File: src/include/uhpr_pkg.sv
`default_nettype none
package uhpr_pkg;

    // APB geometry: a printed offset is a word index, byte address is four times it
    localparam int          ADDR_W      = 20;
    localparam int          IDX_W       = 18;
    localparam int          SLOT_COUNT  = 12;
    localparam int          SLOT_W      = 4;

    // Word indices of the port registers, in slot order
    localparam logic [IDX_W-1:0] IDX_P4_DATA = 18'h0F244;
    localparam logic [IDX_W-1:0] IDX_P4_DIR  = 18'h0F245;
    localparam logic [IDX_W-1:0] IDX_P4_CFG0 = 18'h0F246;
    localparam logic [IDX_W-1:0] IDX_P4_CFG1 = 18'h0F247;
    localparam logic [IDX_W-1:0] IDX_P4_SEL0 = 18'h0F248;
    localparam logic [IDX_W-1:0] IDX_P4_SEL1 = 18'h0F249;
    localparam logic [IDX_W-1:0] IDX_P5_DATA = 18'h0F252;
    localparam logic [IDX_W-1:0] IDX_P5_DIR  = 18'h0F253;
    localparam logic [IDX_W-1:0] IDX_P5_CFG0 = 18'h0F254;
    localparam logic [IDX_W-1:0] IDX_P5_CFG1 = 18'h0F255;
    localparam logic [IDX_W-1:0] IDX_P5_SEL0 = 18'h0F256;
    localparam logic [IDX_W-1:0] IDX_P5_SEL1 = 18'h0F257;
    localparam logic [IDX_W-1:0] IDX_STATUS  = 18'h0F25A;

    localparam logic [IDX_W-1:0] SLOT_INDEX [SLOT_COUNT] = '{
        IDX_P4_DATA, IDX_P4_DIR, IDX_P4_CFG0, IDX_P4_CFG1, IDX_P4_SEL0, IDX_P4_SEL1,
        IDX_P5_DATA, IDX_P5_DIR, IDX_P5_CFG0, IDX_P5_CFG1, IDX_P5_SEL0, IDX_P5_SEL1
    };

    // Slot numbers inside the register array
    localparam logic [SLOT_W-1:0] SLOT_P4_DATA = 4'h0;
    localparam logic [SLOT_W-1:0] SLOT_P4_DIR  = 4'h1;
    localparam logic [SLOT_W-1:0] SLOT_P4_CFG0 = 4'h2;
    localparam logic [SLOT_W-1:0] SLOT_P4_CFG1 = 4'h3;
    localparam logic [SLOT_W-1:0] SLOT_P4_SEL0 = 4'h4;
    localparam logic [SLOT_W-1:0] SLOT_P4_SEL1 = 4'h5;
    localparam logic [SLOT_W-1:0] SLOT_P5_DATA = 4'h6;
    localparam logic [SLOT_W-1:0] SLOT_P5_DIR  = 4'h7;
    localparam logic [SLOT_W-1:0] SLOT_P5_CFG0 = 4'h8;
    localparam logic [SLOT_W-1:0] SLOT_P5_CFG1 = 4'h9;
    localparam logic [SLOT_W-1:0] SLOT_P5_SEL0 = 4'hA;
    localparam logic [SLOT_W-1:0] SLOT_P5_SEL1 = 4'hB;

    // Implemented bits per register; port 5 has no bits 2 to 0
    localparam logic [7:0] PORT4_MASK = 8'hFF;
    localparam logic [7:0] PORT5_MASK = 8'hF8;
    localparam logic [7:0] SLOT_MASK [SLOT_COUNT] = '{
        PORT4_MASK, PORT4_MASK, PORT4_MASK, PORT4_MASK, PORT4_MASK, PORT4_MASK,
        PORT5_MASK, PORT5_MASK, PORT5_MASK, PORT5_MASK, PORT5_MASK, PORT5_MASK
    };
    localparam logic [7:0] REG_RESET = 8'h00;

    // Pin positions
    localparam int TX_BIT = 5;
    localparam int RX_BIT = 2;

    // Function select {hi,lo} and output drive {hi,lo} codes
    localparam logic [1:0] FUNC_SECONDARY = 2'h1;
    localparam logic [1:0] DRIVE_HIZ      = 2'h0;
    localparam logic [1:0] DRIVE_PCH_OD   = 2'h1;
    localparam logic [1:0] DRIVE_NCH_OD   = 2'h2;
    localparam logic [1:0] DRIVE_CMOS     = 2'h3;
    localparam logic       DIR_OUTPUT     = 1'b0;
    localparam logic       DIR_INPUT      = 1'b1;

    // Status register bit positions
    localparam int ST_TX_ROUTED = 0;
    localparam int ST_RX_ROUTED = 1;
    localparam int ST_RX_LEVEL  = 2;
    localparam int ST_TX_DRIVEN = 3;

    // Idle level of a UART line
    localparam logic LINE_IDLE = 1'b1;

endpackage : uhpr_pkg
`default_nettype wire

File: src/hw/uhpr_pin_cell.sv
`timescale 1ns/100ps
`default_nettype none
module uhpr_pin_cell (
    input  wire logic core_clk_i,
    input  wire logic arst_n_i,
    input  wire logic func_sel_hi_i,
    input  wire logic func_sel_lo_i,
    input  wire logic drive_cfg_hi_i,
    input  wire logic drive_cfg_lo_i,
    input  wire logic direction_i,
    input  wire logic data_latch_i,
    input  wire logic alt_out_i,
    output logic      pad_o,
    output logic      pad_oe_o,
    output logic      routed_o
);

    logic pad_reg;
    logic pad_next;
    logic oe_reg;
    logic oe_next;
    logic routed_reg;
    logic routed_next;

    // Pick the pin value and decide when the pad is driven
    always_comb begin
        // secondary function select
        routed_next = ({func_sel_hi_i, func_sel_lo_i} == uhpr_pkg::FUNC_SECONDARY);
        // latch ignored when routed
        pad_next = routed_next ? alt_out_i : data_latch_i;
        oe_next  = 1'b0;
        // direction zero drives
        if (direction_i == uhpr_pkg::DIR_OUTPUT) begin
            // drive mode decode
            case ({drive_cfg_hi_i, drive_cfg_lo_i})
                uhpr_pkg::DRIVE_CMOS:   oe_next = 1'b1;
                uhpr_pkg::DRIVE_NCH_OD: oe_next = ~pad_next;
                uhpr_pkg::DRIVE_PCH_OD: oe_next = pad_next;
                default:                oe_next = 1'b0;
            endcase
        end
    end

    // Register pad value, enable and routing flag
    always_ff @(posedge core_clk_i or negedge arst_n_i) begin
        if (!arst_n_i) begin
            pad_reg    <= uhpr_pkg::LINE_IDLE;
            oe_reg     <= 1'b0;
            routed_reg <= 1'b0;
        end else begin
            pad_reg    <= pad_next;
            oe_reg     <= oe_next;
            routed_reg <= routed_next;
        end
    end

    assign pad_o    = pad_reg;
    assign pad_oe_o = oe_reg;
    assign routed_o = routed_reg;

endmodule // uhpr_pin_cell
`default_nettype wire

File: src/hw/uhpr_sync.sv
`timescale 1ns/100ps
`default_nettype none
module uhpr_sync (
    input  wire logic core_clk_i,
    input  wire logic arst_n_i,
    input  wire logic async_i,
    output logic      level_o
);

    logic [2:0] stage_reg;
    logic [2:0] stage_next;
    logic       level_reg;
    logic       level_next;

    // Shift the pin in; the level moves once stages two and three agree
    always_comb begin
        stage_next = {stage_reg[1:0], async_i};
        level_next = (stage_reg[1] == stage_reg[2]) ? stage_reg[2] : level_reg;
    end

    // Register the chain and the accepted level
    always_ff @(posedge core_clk_i or negedge arst_n_i) begin
        if (!arst_n_i) begin
            stage_reg <= {3{uhpr_pkg::LINE_IDLE}};
            level_reg <= uhpr_pkg::LINE_IDLE;
        end else begin
            stage_reg <= stage_next;
            level_reg <= level_next;
        end
    end

    assign level_o = level_reg;

endmodule // uhpr_sync
`default_nettype wire

File: src/hw/uhpr_top.sv
// Operation
// Tx pin carries UART output when select 01
// Tx pin drives CMOS when both config bits 1
// Tx pin drives only when direction bit 0
// Tx data latch ignored while UART routed
// Rx pin feeds UART receiver when select 01
// Rx pin undriven when direction bit 1
// Software picks rx input mode freely
// Port-4 data bits 3..2 do not affect UART
// Software changes only the UART pin bits
// Port-5 bits 2..0 ignore writes, read zero
`timescale 1ns/100ps
`default_nettype none
module uhpr_top (
    input  wire logic                          core_clk_i,
    input  wire logic                          arst_n_i,
    input  wire logic                          psel_i,
    input  wire logic                          penable_i,
    input  wire logic                          pwrite_i,
    input  wire logic [uhpr_pkg::ADDR_W-1:0]   paddr_i,
    input  wire logic [31:0]                   pwdata_i,
    input  wire logic [3:0]                    pstrb_i,
    output logic      [31:0]                   prdata_o,
    output logic                               pready_o,
    output logic                               pslverr_o,
    input  wire logic                          uart0_transmit_line_i,
    output logic                               uart0_receive_line_o,
    output logic                               tx_pin_port5_bit5_o,
    output logic                               tx_pin_port5_bit5_oe_o,
    input  wire logic                          rx_pin_port4_bit2_i,
    output logic                               rx_pin_port4_bit2_o,
    output logic                               rx_pin_port4_bit2_oe_o
);

    // Port register file and bus answer
    logic [7:0]  regs_reg  [uhpr_pkg::SLOT_COUNT];
    logic [7:0]  regs_next [uhpr_pkg::SLOT_COUNT];
    logic [31:0] prdata_reg;
    logic [31:0] prdata_next;
    logic        pready_reg;
    logic        pready_next;
    logic        pslverr_reg;
    logic        pslverr_next;
    logic        rxline_reg;
    logic        rxline_next;

    // Decoded address and pin state
    logic                        hit;
    logic [uhpr_pkg::SLOT_W-1:0] slot;
    logic                        aligned;
    logic                        is_status;
    logic                        rx_level;
    logic                        tx_routed;
    logic                        rx_routed;
    logic                        rx_route_now;
    logic [7:0]                  status_byte;

    // Map a word index onto a register slot; bit 4 flags a hit
    function automatic logic [uhpr_pkg::SLOT_W:0] slot_of(
        input logic [uhpr_pkg::IDX_W-1:0] idx
    );
        logic [uhpr_pkg::SLOT_W:0] res;
        res = '0;
        for (int i = 0; i < uhpr_pkg::SLOT_COUNT; i++) begin
            if (idx == uhpr_pkg::SLOT_INDEX[i]) begin
                res = {1'b1, i[uhpr_pkg::SLOT_W-1:0]};
            end
        end
        return res;
    endfunction

    // Address decode
    always_comb begin
        {hit, slot} = slot_of(paddr_i[uhpr_pkg::ADDR_W-1:2]);
        aligned     = (paddr_i[1:0] == 2'h0);
        is_status   = (paddr_i[uhpr_pkg::ADDR_W-1:2] == uhpr_pkg::IDX_STATUS);
    end

    // Receive pin routing, taken straight from the select registers
    always_comb begin
        // receive path select
        rx_route_now = ({regs_reg[uhpr_pkg::SLOT_P4_SEL1][uhpr_pkg::RX_BIT],
                         regs_reg[uhpr_pkg::SLOT_P4_SEL0][uhpr_pkg::RX_BIT]}
                        == uhpr_pkg::FUNC_SECONDARY);
        status_byte  = 8'h00;
        status_byte[uhpr_pkg::ST_TX_ROUTED] = tx_routed;
        status_byte[uhpr_pkg::ST_RX_ROUTED] = rx_routed;
        status_byte[uhpr_pkg::ST_RX_LEVEL]  = rx_level;
        status_byte[uhpr_pkg::ST_TX_DRIVEN] = tx_pin_port5_bit5_oe_o;
    end

    // APB slave: answer prepared in setup, write applied at the access edge
    always_comb begin
        regs_next    = regs_reg;
        prdata_next  = prdata_reg;
        pslverr_next = pslverr_reg;
        pready_next  = psel_i && !penable_i;
        if (psel_i && !penable_i) begin
            prdata_next  = 32'h0000_0000;
            pslverr_next = !aligned || !(hit || is_status);
            if (aligned && hit) begin
                prdata_next = {24'h00_0000, regs_reg[slot]};
            end else if (aligned && is_status) begin
                prdata_next = {24'h00_0000, status_byte};
            end
        end
        if (psel_i && penable_i && pready_reg && pwrite_i && aligned && hit && pstrb_i[0]) begin
            // unimplemented bits dropped
            regs_next[slot] = pwdata_i[7:0] & uhpr_pkg::SLOT_MASK[slot];
        end
    end

    // Register the port file and the bus answer
    always_ff @(posedge core_clk_i or negedge arst_n_i) begin
        if (!arst_n_i) begin
            for (int i = 0; i < uhpr_pkg::SLOT_COUNT; i++) begin
                regs_reg[i] <= uhpr_pkg::REG_RESET;
            end
            prdata_reg  <= 32'h0000_0000;
            pready_reg  <= 1'b0;
            pslverr_reg <= 1'b0;
        end else begin
            regs_reg    <= regs_next;
            prdata_reg  <= prdata_next;
            pready_reg  <= pready_next;
            pslverr_reg <= pslverr_next;
        end
    end

    // Transmit pin cell
    uhpr_pin_cell u_tx_cell (
        .core_clk_i     (core_clk_i),
        .arst_n_i       (arst_n_i),
        .func_sel_hi_i  (regs_reg[uhpr_pkg::SLOT_P5_SEL1][uhpr_pkg::TX_BIT]),
        .func_sel_lo_i  (regs_reg[uhpr_pkg::SLOT_P5_SEL0][uhpr_pkg::TX_BIT]),
        .drive_cfg_hi_i (regs_reg[uhpr_pkg::SLOT_P5_CFG1][uhpr_pkg::TX_BIT]),
        .drive_cfg_lo_i (regs_reg[uhpr_pkg::SLOT_P5_CFG0][uhpr_pkg::TX_BIT]),
        .direction_i    (regs_reg[uhpr_pkg::SLOT_P5_DIR][uhpr_pkg::TX_BIT]),
        .data_latch_i   (regs_reg[uhpr_pkg::SLOT_P5_DATA][uhpr_pkg::TX_BIT]),
        .alt_out_i      (uart0_transmit_line_i),
        .pad_o          (tx_pin_port5_bit5_o),
        .pad_oe_o       (tx_pin_port5_bit5_oe_o),
        .routed_o       (tx_routed)
    );

    // Receive pin cell; as a secondary input it drives only its own latch
    // input direction releases pad
    uhpr_pin_cell u_rx_cell (
        .core_clk_i     (core_clk_i),
        .arst_n_i       (arst_n_i),
        .func_sel_hi_i  (regs_reg[uhpr_pkg::SLOT_P4_SEL1][uhpr_pkg::RX_BIT]),
        .func_sel_lo_i  (regs_reg[uhpr_pkg::SLOT_P4_SEL0][uhpr_pkg::RX_BIT]),
        .drive_cfg_hi_i (regs_reg[uhpr_pkg::SLOT_P4_CFG1][uhpr_pkg::RX_BIT]),
        .drive_cfg_lo_i (regs_reg[uhpr_pkg::SLOT_P4_CFG0][uhpr_pkg::RX_BIT]),
        .direction_i    (regs_reg[uhpr_pkg::SLOT_P4_DIR][uhpr_pkg::RX_BIT]),
        .data_latch_i   (regs_reg[uhpr_pkg::SLOT_P4_DATA][uhpr_pkg::RX_BIT]),
        .alt_out_i      (regs_reg[uhpr_pkg::SLOT_P4_DATA][uhpr_pkg::RX_BIT]),
        .pad_o          (rx_pin_port4_bit2_o),
        .pad_oe_o       (rx_pin_port4_bit2_oe_o),
        .routed_o       (rx_routed)
    );

    // Pin level into the core clock domain
    uhpr_sync u_rx_sync (
        .core_clk_i (core_clk_i),
        .arst_n_i   (arst_n_i),
        .async_i    (rx_pin_port4_bit2_i),
        .level_o    (rx_level)
    );

    // Receive line: pin level when routed, idle high otherwise
    always_comb begin
        // data latch not in path
        rxline_next = rx_route_now ? rx_level : uhpr_pkg::LINE_IDLE;
    end

    // Register the receive line
    always_ff @(posedge core_clk_i or negedge arst_n_i) begin
        if (!arst_n_i) begin
            rxline_reg <= uhpr_pkg::LINE_IDLE;
        end else begin
            rxline_reg <= rxline_next;
        end
    end

    assign prdata_o             = prdata_reg;
    assign pready_o             = pready_reg;
    assign pslverr_o            = pslverr_reg;
    assign uart0_receive_line_o = rxline_reg;

    // Checks on the routing and the bus
    logic tx_route_cond;
    logic tx_cmos_cond;
    logic tx_dir_in;
    logic rx_dir_in;
    assign tx_route_cond = !regs_reg[uhpr_pkg::SLOT_P5_SEL1][uhpr_pkg::TX_BIT]
                         && regs_reg[uhpr_pkg::SLOT_P5_SEL0][uhpr_pkg::TX_BIT];
    assign tx_cmos_cond  = regs_reg[uhpr_pkg::SLOT_P5_CFG1][uhpr_pkg::TX_BIT]
                         && regs_reg[uhpr_pkg::SLOT_P5_CFG0][uhpr_pkg::TX_BIT];
    assign tx_dir_in     = regs_reg[uhpr_pkg::SLOT_P5_DIR][uhpr_pkg::TX_BIT];
    assign rx_dir_in     = regs_reg[uhpr_pkg::SLOT_P4_DIR][uhpr_pkg::RX_BIT];
endmodule // uhpr_top
`default_nettype wire

File: config.mk
export PLATFORM = sky130hd
export DESIGN_NAME = uhpr_top
export DESIGN_NICKNAME = d
export VERILOG_FILES = /design/src/include/uhpr_pkg.sv /design/src/hw/uhpr_pin_cell.sv /design/src/hw/uhpr_sync.sv /design/src/hw/uhpr_top.sv
export SDC_FILE = /design/constraint.sdc
export NUM_CORES = 1
export LEC_CHECK = 0
export BUFFER_PORTS_ARGS = -buffer_cell sky130_fd_sc_hd__buf_2
export CAP_MARGIN = 20
export CORE_MARGIN = 2
export CORE_UTILIZATION = 55
export DETAILED_ROUTE_END_ITERATION = 8
export GPL_ROUTABILITY_DRIVEN = 0
export GPL_TIMING_DRIVEN = 0
export PLACE_DENSITY = 0.84
export SYNTH_ARGS = -nofsm -noshare
export SYNTH_HDL_FRONTEND = slang
export SYNTH_SLANG_ARGS = --single-unit
export TNS_END_PERCENT = 10
File: constraint.sdc
create_clock -name core_clk_i -period 3.7 [get_ports core_clk_i]
set_input_delay 0.37 -clock core_clk_i [delete_from_list [all_inputs] [get_ports core_clk_i]]
set_output_delay 0.37 -clock core_clk_i [all_outputs]
set_load 0.01 [all_outputs]
## After elaboration in Yosys (flattened, before gate mapping)

Memories as Yosys holds them, arrays and structs flattened.
Index checks and enable logic that the tools add are counted.

| word-level totals | value |
|---|---|
| flip-flop bits (word level) | 141 |
| word-level logic and storage cells | 97 |
| bits in read-only memories | 128 |
| memories kept | 1 |

| operators by class | value |
|---|---|
| eq/ne operators | 22 |
| mux-type cells | 28 |
| magnitude comparators | 2 |
| reductions and logical operators | 16 |
| bitwise logic cells | 4 |

Memories:

| memory | depth | bits a word | read ports | clocked after memory_dff | write ports | line | text |
|---|---|---|---|---|---|---|---|
| (name not given) | 16 | 8 | 1 | 0 | 0 | uhpr_top.sv:109 | `regs_next[slot] = pwdata_i[7:0] & uhpr_pkg::SLOT_MASK[slot];` |

Operators by type and width:

| cell | count |
|---|---|
| equality test 18 x 16 -> 1 bit, second input constant | 13 |
| bitwise mux 96 bit | 1 |
| 2-to-1 mux 5 bit | 12 |
| 2-to-1 mux 8 bit | 6 |
| binary-select mux 8 bit (select 4 bit) | 1 |
| demux 8 bit (select 4 bit) | 1 |
| logical AND 1 bit | 10 |
| bitwise AND 8 bit | 1 |
| equality test 2 x 1 -> 1 bit, second input constant | 4 |
| equality test 2 bit, second input constant | 4 |
| case mux 1 bit (3 select lines) | 2 |
| greater-or-equal comparator 5 bit, second input constant | 1 |
| < comparator 5 x 1 -> 1 bit, second input constant | 1 |
| inverter 4 -> 5 bit | 1 |
| 2-to-1 mux 1 bit | 4 |
| 2-to-1 mux 4 bit | 1 |
| zero test 1 bit | 3 |
| zero test 2 bit | 1 |
| logical OR 1 bit | 2 |
| inverter 1 bit | 2 |
| equality test 1 bit | 1 |

## Logic depth before layout (Yosys ltp)

Gate-level depths: netlist (run 1).

| logic depth | value |
|---|---|
| word-level depth | 19 |
| depth in mapped cells | 10 |
| mapped depth without buffers | 6 |

## Modules after synthesis

A second synthesis (run 1) with hierarchy kept.

| second synthesis, totals | value |
|---|---|
| cell total of the unflattened synthesis | 497 |
| area, all modules | 5654.2 um2 |

Modules (own cells, without submodules):

| module | cells each | instances | area each (um2) |
|---|---|---|---|
| uhpr_top | 476 | 1 | 5282.6 |
| uhpr_pin_cell | 8 | 2 | 127.6 |
| uhpr_sync | 5 | 1 | 116.4 |

## Least setup slack after synthesis (run 1)

Ideal clock, no wire load.

| timing path | value |
|---|---|
| path kind | input-to-reg |
| from | input paddr_i[10] (netlist bit) |
| to | register regs_reg[7] (netlist bit) |
| arrival time | 2113 ps |
| stages | 7 |
| path slack | 1462 ps |
| library setup time | 125 ps |
| path buffers | 1 |
| required time | 3575 ps |
| path through | nor4b_4 -> nand4_2 -> buf_2 -> nor2_1 -> nand2_1 -> nor3_4 -> mux2_2 |

| between the ends | value |
|---|---|
| longest elaborated chain between the ends | 18 |
| elaborated cells on any way between the ends | 37 |
| those cells by class | order compare (2); eq/ne (12); mux (17); bitwise (2); reduce/logical (3); memory (1) |

RTL lines:

| element | line | text |
|---|---|---|
| from (decl) | uhpr_top.sv:20 | `input wire logic [uhpr_pkg::ADDR_W-1:0] paddr_i,` |
| equality test 18 x 16 -> 1 bit | uhpr_top.sv:65 | `if (idx == uhpr_pkg::SLOT_INDEX[i]) begin` |
| 2-to-1 mux 5 bit (10 in series) | uhpr_top.sv:65 |  |
| 2-to-1 mux 5 bit (*) | uhpr_top.sv:65 |  |
| inverter 4 -> 5 bit (not written as such) | uhpr_top.sv:109 |  |
| memory read (16 x 8 bit) (tied with other cells) | -- |  |
| 2-to-1 mux 8 bit (not written as such) or logical AND 1 bit (tied branches) | uhpr_top.sv:109 |  |
| 2-to-1 mux 8 bit (not written as such) | uhpr_top.sv:109 |  |
| bitwise AND 8 bit or demux 8 bit (select 4 bit) (tied branches) | uhpr_top.sv:109 |  |
| bitwise mux 96 bit | uhpr_top.sv:109 |  |
| to (signal, indexed assignment) | uhpr_top.sv:117 | `regs_reg[i] <= uhpr_pkg::REG_RESET;` |
| to (signal assigned) | uhpr_top.sv:123 | `regs_reg <= regs_next;` |
| to (decl) | uhpr_top.sv:36 | `logic [7:0] regs_reg [uhpr_pkg::SLOT_COUNT];` |

Every way passes the cells marked *; elsewhere a longest branch is shown, timed or not. The select of a mux whose other input is x is not followed.
A chain may end at the register's enable or synchronous reset.

## Final worst setup path (run 1)

| timing path | value |
|---|---|
| from | input paddr_i[4] (netlist bit) |
| to | register regs_reg[27] (netlist bit) |

Same word-level chain as after synthesis.

==> results.md, run 1 <==
Floorplan:
- After floorplanning, the core was sized to cover 10280 um^2.
- In this run the core area contains 37 standard-cell rows.
- The height of the die is 106.7 um.
- The effective utilization at floorplan is 56.46%.
- The I/O pin count is 102.
- The full die area is 11390 um^2.
- The floorplan step set the die width to 106.7 um.

Drt:
- After the first detailed-routing iteration, the DRC count stood at 404.
- For this block, the routed nets add up to 15.50 mm of wire.
- In the final routed layout, each cell accounts on average for 20.47 um.
- The remaining antenna violation count after routing is 0.
- The detailed router put a total of 5.840 mm of wire on met1.
- The pre-antenna-repair detailed-routing pass consisted of 5 iterations.
- The routed length on met3 is 1.637 mm.
- The routed via count divided by cell count is 6.188.
- In the routed design, unresolved DRC markers number 0.
- The top metal layer carrying routed signals is met4.
- The detailed-routed wire length on met2 is 7.399 mm.
- The via count is 4684.

Cells and area:
- Fill cells in the final layout number 762.
- The number of cells in the finished layout apart from fillers is 757.
- The post-route standard cell area excluding fillers is 6943 um^2.
- In the final layout, the share of cells above drive strength 1 is 34.78%.
- Relative to the synthesized area, the layout overhead comes to 19.64%.
- Measured on the finished design, the core utilization comes to 67.56%.
- After the last flow step, the layout net total stands at 671.
- The number of flip-flops in the largest register is 96.
- The repair_antennas step left the layout with diodes totalling 0.

Yosys:
- After synthesis, the most frequently instantiated cells are 110 x sky130_fd_sc_hd__dfrtp_1, 63 x sky130_fd_sc_hd__mux2_2, 43 x sky130_fd_sc_hd__o21ai_0.
- In this run, synthesis produced a sequential element count of 117.
- In this run, synthesis inferred 0 flip-flops with an integrated enable.
- The number of different library cells used by synthesis comes to 57.
- Of all flip-flops after synthesis, the portion carrying an async set or reset was 100.0%.
- The cell with the most instances after synthesis is sky130_fd_sc_hd__dfrtp_1.
- The portion of synthesized cell area occupied by the leading cell type is 47.43%.
- The library cell occupying the most area in the post-synthesis netlist is sky130_fd_sc_hd__dfrtp_1.
- The average footprint of a synthesized cell is 11.29 um^2.
- The main flop type after synthesis is sky130_fd_sc_hd__dfrtp_1.
- The cell area that synthesis handed to floorplanning was 5803 um^2.
- The Yosys step of the flow raised 0 warnings.
- The synthesized instance count is 514.
- By area the synthesized netlist is led by sky130_fd_sc_hd__dfrtp_1 47%, sky130_fd_sc_hd__mux2_2 12%, sky130_fd_sc_hd__o21ai_0 3.7%.
- The share of the Yosys chip area taken by registers is 50.60%.

Clock tree:
- The number of buffers added for setup after CTS is 0.
- The clock network latency to the later pin of the worst-skew pair is 0.54 ns.
- The post-cts repair resize count is 0.
- The H-tree was split into 4 levels.
- TritonCTS created 17 clock buffers.
- The clock passes through at most 2 buffers.
- The clock root buffer is sky130_fd_sc_hd__clkbuf_8.
- Clock-pin slew was measured on the worst setup and hold paths at 0.06 ns.
- The hold-fix buffer count after cts is 2.
- TritonCTS built the clock tree.
- The number of clock sinks seen by CTS is 117.

Global route:
- The number of antenna violations at the first check in global routing is 0.
- For this run, the total global-route usage over all layers was measured as 28.68%.
- Entering global routing, the biggest net connects 63 pins.
- The number of global-route vias before repair is 4640.
- The global-route wire length before repair is 24.41 mm.
- Summed over all layers, the global routing overflow is 0.

Hold path:
- The worst min-delay path class is in -> reg.
- The worst hold path depth is 2.

Setup path:
- STA classifies the critical path startpoint as an input port.
- Setup slack on the worst reg-to-reg path comes out at 1.37 ns.
- The worst register-to-register path has a depth of 6.
- The required arrival time at the worst endpoint is 4.12 ns.
- The critical path endpoint category is a register.
- For the worst setup path, the data arrival time is 2.84 ns.
- The peak fanout along the critical path is 10.
- The critical path is of the in -> reg type.

STA:
- Subtracting the final worst setup slack from the clock period gives 2.425 ns.
- The final number of hold-violating endpoints is 0.
- The maximum clock rate is 412.3 MHz.
- The relative slew slack is 49.38%.
- Setup repair after global routing left no endpoint under its margin.
- For the final routed database, the setup TNS stands at 0 ns.
- The final clock period utilization by the worst path is 65.55%.
- For the pin with the worst max-slew slack, the measured transition is 0.7536 ns.
- The final count of negative-setup-slack endpoints is 0.
- The max-slew violation total from the final report was 0.
- The final clock skew is 0.005395 ns.

Place:
- The instance count after placement with tap cells included is 723.
- After detailed placement, the total cell area comes to 6335 um^2.
- Detailed placement ended at an HPWL of 10.49 mm.
- In this run the tool buffered the top-level ports with 49 buffer cells.

Pwr:
- IR analysis of the VDD net gives a maximum drop of 0.2795 mV.
- For this design the static power due to leakage is 3.379 nW.
- The cell area power density is 444.4 nW/um^2.

Run status:
- The flow ran to the end, and the final reports show no timing, DRC or antenna violations.

Run:
- Max-cap violations in this run came to 0.
-- worst max-delay path: stages --
cell and delay (ns):
sky130_fd_sc_hd__buf_2 0.12, sky130_fd_sc_hd__buf_2 0.17, sky130_fd_sc_hd__o21ai_0 0.40, sky130_fd_sc_hd__nor2_2 0.21, sky130_fd_sc_hd__nand2_2 0.25, sky130_fd_sc_hd__buf_2 0.30, sky130_fd_sc_hd__nand4_1 0.54, sky130_fd_sc_hd__mux2_2 0.48
-- where the power goes --
part | switching (mW) | internal [mW] | total [mW]
combinational | 0.101 | 0.0594 | 0.160
sequential | 0.00459 | 1.29 | 1.30
clock | 0.593 | 1.04 | 1.63
-- stage by stage --
| stage | power, mW | hold slack, ns | setup WS (ns) |
|---|---|---|---|
| 2_1_floorplan | 1.399 | 0.07441 | 1.462 |
| 3_3_place_gp | 1.467 | 0.3459 | 0.9032 |
| 3_5_place_dp | 1.476 | 0.3481 | 0.8420 |
| 4_1_cts | 3.087 | 0.08277 | 1.390 |
| 5_1_grt | 3.168 | 0.08919 | 1.127 |
| 6_report | 3.085 | 0.09169 | 1.275 |
-- cell type report --
class,instances,area [um^2],share of cell area [%]
Multi-Input combinational cell,359,2586,37.25
Tap cell,136,170.2,2.451
Timing Repair Buffer,52,295.3,4.253
Inverter,2,7.507,0.1081
Clock buffer,18,427.9,6.163
Clock inverter,14,160.2,2.307
Buffer,59,359.1,5.172
Sequential cell,117,2937,42.30
-- per-layer routing --
metal,GRT usage [%],up-vias
met5,0,-
met3,7.964,69
met4,14.66,0
met2,46.50,332
met1,35.22,2252
li1,-,2031
-- final timing paths --
path / from / to
min in group asynchronous: arst_n_i / regs_reg[22]$_DFFE_PN0P_
hold reg to reg: u_rx_sync.stage_reg[0]$_DFF_PN1_ / u_rx_sync.stage_reg[1]$_DFF_PN1_
setup / recovery: paddr_i[4] / regs_reg[27]$_DFFE_PN0P_
max in group asynchronous: arst_n_i / u_tx_cell.pad_o$_DFF_PN1_
setup reg to reg: pready_o$_DFF_PN0_ / regs_reg[3]$_DFFE_PN0P_
hold / removal: uart0_transmit_line_i / u_tx_cell.pad_o$_DFF_PN1_
-- cell usage in the layout, fill, tap and decap left out, types with 8 or more instances in the layout --
cell and count:
sky130_fd_sc_hd__a211oi_1 17, sky130_fd_sc_hd__a21boi_0 11, sky130_fd_sc_hd__a21oi_1 10, sky130_fd_sc_hd__a22o_1 8, sky130_fd_sc_hd__and2_1 13, sky130_fd_sc_hd__and3_1 13
sky130_fd_sc_hd__buf_2 68, sky130_fd_sc_hd__buf_4 27, sky130_fd_sc_hd__clkbuf_1 11, sky130_fd_sc_hd__clkbuf_16 16, sky130_fd_sc_hd__conb_1 24, sky130_fd_sc_hd__dfrtp_1 110
sky130_fd_sc_hd__mux2_2 63, sky130_fd_sc_hd__mux2i_1 8, sky130_fd_sc_hd__nand2_1 29, sky130_fd_sc_hd__nand3_1 21, sky130_fd_sc_hd__nor2_1 11, sky130_fd_sc_hd__nor2b_1 15
sky130_fd_sc_hd__o21ai_0 43
-- logic make-up after synthesis --
| group | Yosys count | share of synthesized area [%] |
|---|---|---|
| AND/OR/NAND/NOR | 140 | 14.88 |
| AO/OA/AOI/OAI | 122 | 14.10 |
| flip-flops | 117 | 50.60 |
| multiplexers | 72 | 13.86 |
| buffers and inverters | 61 | 6.318 |
| adder cells (fa/ha/maj) | 1 | 0.1725 |
| other | 1 | 0.06462 |
Note: power is estimated with default switching activity, not from simulation.
==> inputs of run 2 (changes only) <==
--- a/config.mk
+++ b/config.mk
@@ -8,11 +8,11 @@
 export BUFFER_PORTS_ARGS = -buffer_cell sky130_fd_sc_hd__buf_2
 export CAP_MARGIN = 20
 export CORE_MARGIN = 2
-export CORE_UTILIZATION = 55
+export CORE_UTILIZATION = 51
 export DETAILED_ROUTE_END_ITERATION = 8
 export GPL_ROUTABILITY_DRIVEN = 0
 export GPL_TIMING_DRIVEN = 0
-export PLACE_DENSITY = 0.84
+export PLACE_DENSITY = 0.82
 export SYNTH_ARGS = -nofsm -noshare
 export SYNTH_HDL_FRONTEND = slang
 export SYNTH_SLANG_ARGS = --single-unit
==> constraint.sdc (replaced) <==
create_clock -name core_clk_i -period 2.2 [get_ports core_clk_i]
set_input_delay 0.22 -clock core_clk_i [delete_from_list [all_inputs] [get_ports core_clk_i]]
set_output_delay 0.22 -clock core_clk_i [all_outputs]
set_load 0.01 [all_outputs]
==> results.md, run 2 (same netlist as run 1, synthesis figures left out) <==
Run status:
- The run finished, with violations left.
- The checks that failed: setup timing.

Cells and area:
- The area added between synthesis and finish is 21.47%.
- The final antenna diode count is 0 (unchanged).
- The library cell used most frequently in the layout, excluding fill and tap cells, is sky130_fd_sc_hd__dfrtp_1.
- The share of layout cells above drive strength 1 is 35.99% (+1.2 points).
- The final standard cell utilization of the core is 64.18% (-3.4 points).
- The number of flip-flops in the largest register is 96 (unchanged).
- In the layout the commonest cells are 110 x sky130_fd_sc_hd__dfrtp_1, 63 x sky130_fd_sc_hd__buf_2, 62 x sky130_fd_sc_hd__mux2_2, 42 x sky130_fd_sc_hd__o21ai_0, 39 x sky130_fd_sc_hd__buf_4.
- The post-route standard cell area excluding fillers is 7049 um^2 (+1.5%).
- The net count reported at finish is 680 (+1.3%).

Drt:
- The post-detailed-route wirelength per cell is 20.77 um (+1.5%).
- The total wire length after detailed routing was 15.96 mm (+3.0%).
- The iteration-0 DRC count of the detailed router came to 500 (+24%).
- The routed via count divided by cell count came to 6.230 (+0.69%).
- The remaining antenna violation count after routing is 0 (unchanged).
- The residual DRC count is 0 (unchanged).
- The via count is 4785 (+2.2%).
- The first-pass iteration count of the detailed router was 5 (unchanged).

STA:
- The worst-case setup margin in the final layout is -0.1827 ns (-1.458 ns).
- The total negative setup slack is -1.583 ns (-1.583 ns).
- The final clock skew came to 0.01160 ns (+0.006209 ns).
- The final count of negative-setup-slack endpoints came to 27 (+27).
- The max-slew violation total from the final report is 0 (unchanged).
- The worst hold slack across all endpoints was 0.06451 ns (-0.02718 ns).
- Derived from the worst setup path, the maximum achievable clock frequency is 419.7 MHz.
- The final number of hold-violating endpoints is 0 (unchanged).
- Setup repair after global routing could not meet its margin everywhere.
- The minimum clock period is 2.383 ns.
- The final clock period utilization by the worst path is 108.3%.
- The transition time at the pin with the least slew margin is 0.6467 ns (-0.1069 ns).
- The relative slew slack is 56.49% (+7.1 points).

Floorplan:
- The effective utilization at floorplan was 52.84% (-3.6 points).
- The number of core rows is 38 (+2.7%).
- The height of the die was 110.7 um (+3.7%).
- The I/O pin count was 102 (unchanged).
- The horizontal die dimension is 110.7 um (+3.7%).
- The area of the core is 10980 um^2 (+6.9%).
- The full die area is 12250 um^2 (+7.5%).

Hold path:
- The worst hold path begins at pwdata_i[4].
- The worst min-delay path class is in -> reg.

Clock tree:
- The clock input transition at the sequential cells of the worst setup and hold paths was 0.06 ns (about the same).
- The maximum level of the CTS H-tree came to 4 (unchanged).
- The clock root buffer is sky130_fd_sc_hd__clkbuf_16.
- The number of buffers created by CTS is 17 (unchanged).
- The clock network latency to the later pin of the worst-skew pair was 0.42 ns (-0.12 ns).
- The CTS tree is done.
- The number of clock sinks seen by CTS is 117 (unchanged).
- The number of buffers between clock root and the deepest sink came to 2 (unchanged).

Setup path:
- The data arrival time of the critical path is 2.68 ns (-0.16 ns).
- STA classifies the critical path startpoint as a register.
- The peak fanout along the critical path is 5 (-5).
- The worst setup path is of the reg -> reg kind.
- The launching element of the worst setup path is pready_o$_DFF_PN0_.
- The worst register-to-register path begins at pready_o$_DFF_PN0_.
- The required arrival time at the worst endpoint is 2.50 ns (-1.62 ns).
- The critical path endpoint category is a register.

Global route:
- The most used routing layer is met2.
- The global-route wire length before repair is 25.47 mm (+4.4%).
- The total track usage is 26.57% (-2.1 points).
- The number of antenna violations at the first check in global routing came to 0 (unchanged).
- The leftover overflow at the end of global routing is 0 (unchanged).
- The number of global-route vias before repair was 4709 (+1.5%).
- The global-route met2 utilization is 40.90% (-5.6 points).
- The met1 demand-to-capacity share in global routing is 35.18% (-0.040 points).
- The largest net degree at the start of global routing is 74 (+17%).
- The met3 capacity usage during global routing is 8.037% (+0.074 points).

Pwr:
- The worst voltage drop across the vdd grid is 0.4974 mV (+78%).
- The cell area power density is 714.8 nW/um^2 (+61%).
- The leakage power is 3.422 nW (+1.3%).
- The overall power is 5.039 mW (+63%).

Place:
- The HPWL after detailed placement is 10.57 mm (+0.76%).
- The number of port buffers was 49 (unchanged).
- The cell area after placement came to 6340 um^2 (about the same).

Run:
- The number of maximum-capacitance violations is 0 (unchanged).
## run 2: power breakdown
| group | internal, mW | leakage, nW | switching, mW |
|---|---|---|---|
| Sequential | 2.18 | 1.60 | 0.00955 |
| Clock | 1.63 | 0.264 | 0.939 |
| Combinational | 0.102 | 1.56 | 0.179 |
| Total | 3.91 | 3.42 | 1.13 |
## run 2: metal layers
layer / vias to the layer above / share of wire [%] / wire length, um
li1: 2052 / - / -
met1: 2318 / 39 / 6214
met2: 358 / 47 / 7467
met3: 57 / 11 / 1717
met4: 0 / 3.5 / 556
met5: - / 0 / 0
## run 2: final cells by class
cell class	count	area [um^2]
buffer	59	380.4
clock buffer	19	432.9
clock inverter	11	112.6
fill	861	3934
inverter	2	7.507
multi-input combinational	359	2641
sequential	117	2937
tap	140	175.2
timing repair buffer	61	362.8
## run 2: final timing paths
path,slack (ns),endpoint,depth (start not counted)
max in group asynchronous,1.04,u_tx_cell.pad_o$_DFF_PN1_,3
hold / removal,0.06,regs_reg[44]$_DFFE_PN0P_,2
setup / recovery,-0.18,regs_reg[4]$_DFFE_PN0P_,7
min in group asynchronous,0.36,regs_reg[14]$_DFFE_PN0P_,2
setup reg to reg,-0.18,regs_reg[4]$_DFFE_PN0P_,7
hold reg to reg,0.35,u_rx_sync.stage_reg[1]$_DFF_PN1_,0
## run 2: repair_timing
action,4_1_cts,5_1_grt
hold buffers,2,0
resized for setup,4,19
endpoints found under the setup margin,37,75
setup buffers,3,6
endpoints found under the hold margin,39,0
pin swaps,5,4
## run 2: stage by stage
step,setup WS (ns),instances
6_report,-0.1827,768
5_1_grt,-0.2942,768
4_1_cts,-0.05641,762
3_5_place_dp,-0.5916,727
3_3_place_gp,-0.5306,726
2_1_floorplan,0.1122,537
## run 2: critical path, cell delays in order (launching register included)
cell                      delay (ns)
sky130_fd_sc_hd__dfrtp_1        0.33
sky130_fd_sc_hd__and3_1         0.15
sky130_fd_sc_hd__nand4_1        0.39
sky130_fd_sc_hd__nor2_1         0.46
sky130_fd_sc_hd__nand2_1        0.18
sky130_fd_sc_hd__nor3_4         0.22
sky130_fd_sc_hd__buf_4          0.19
sky130_fd_sc_hd__mux2_2         0.34
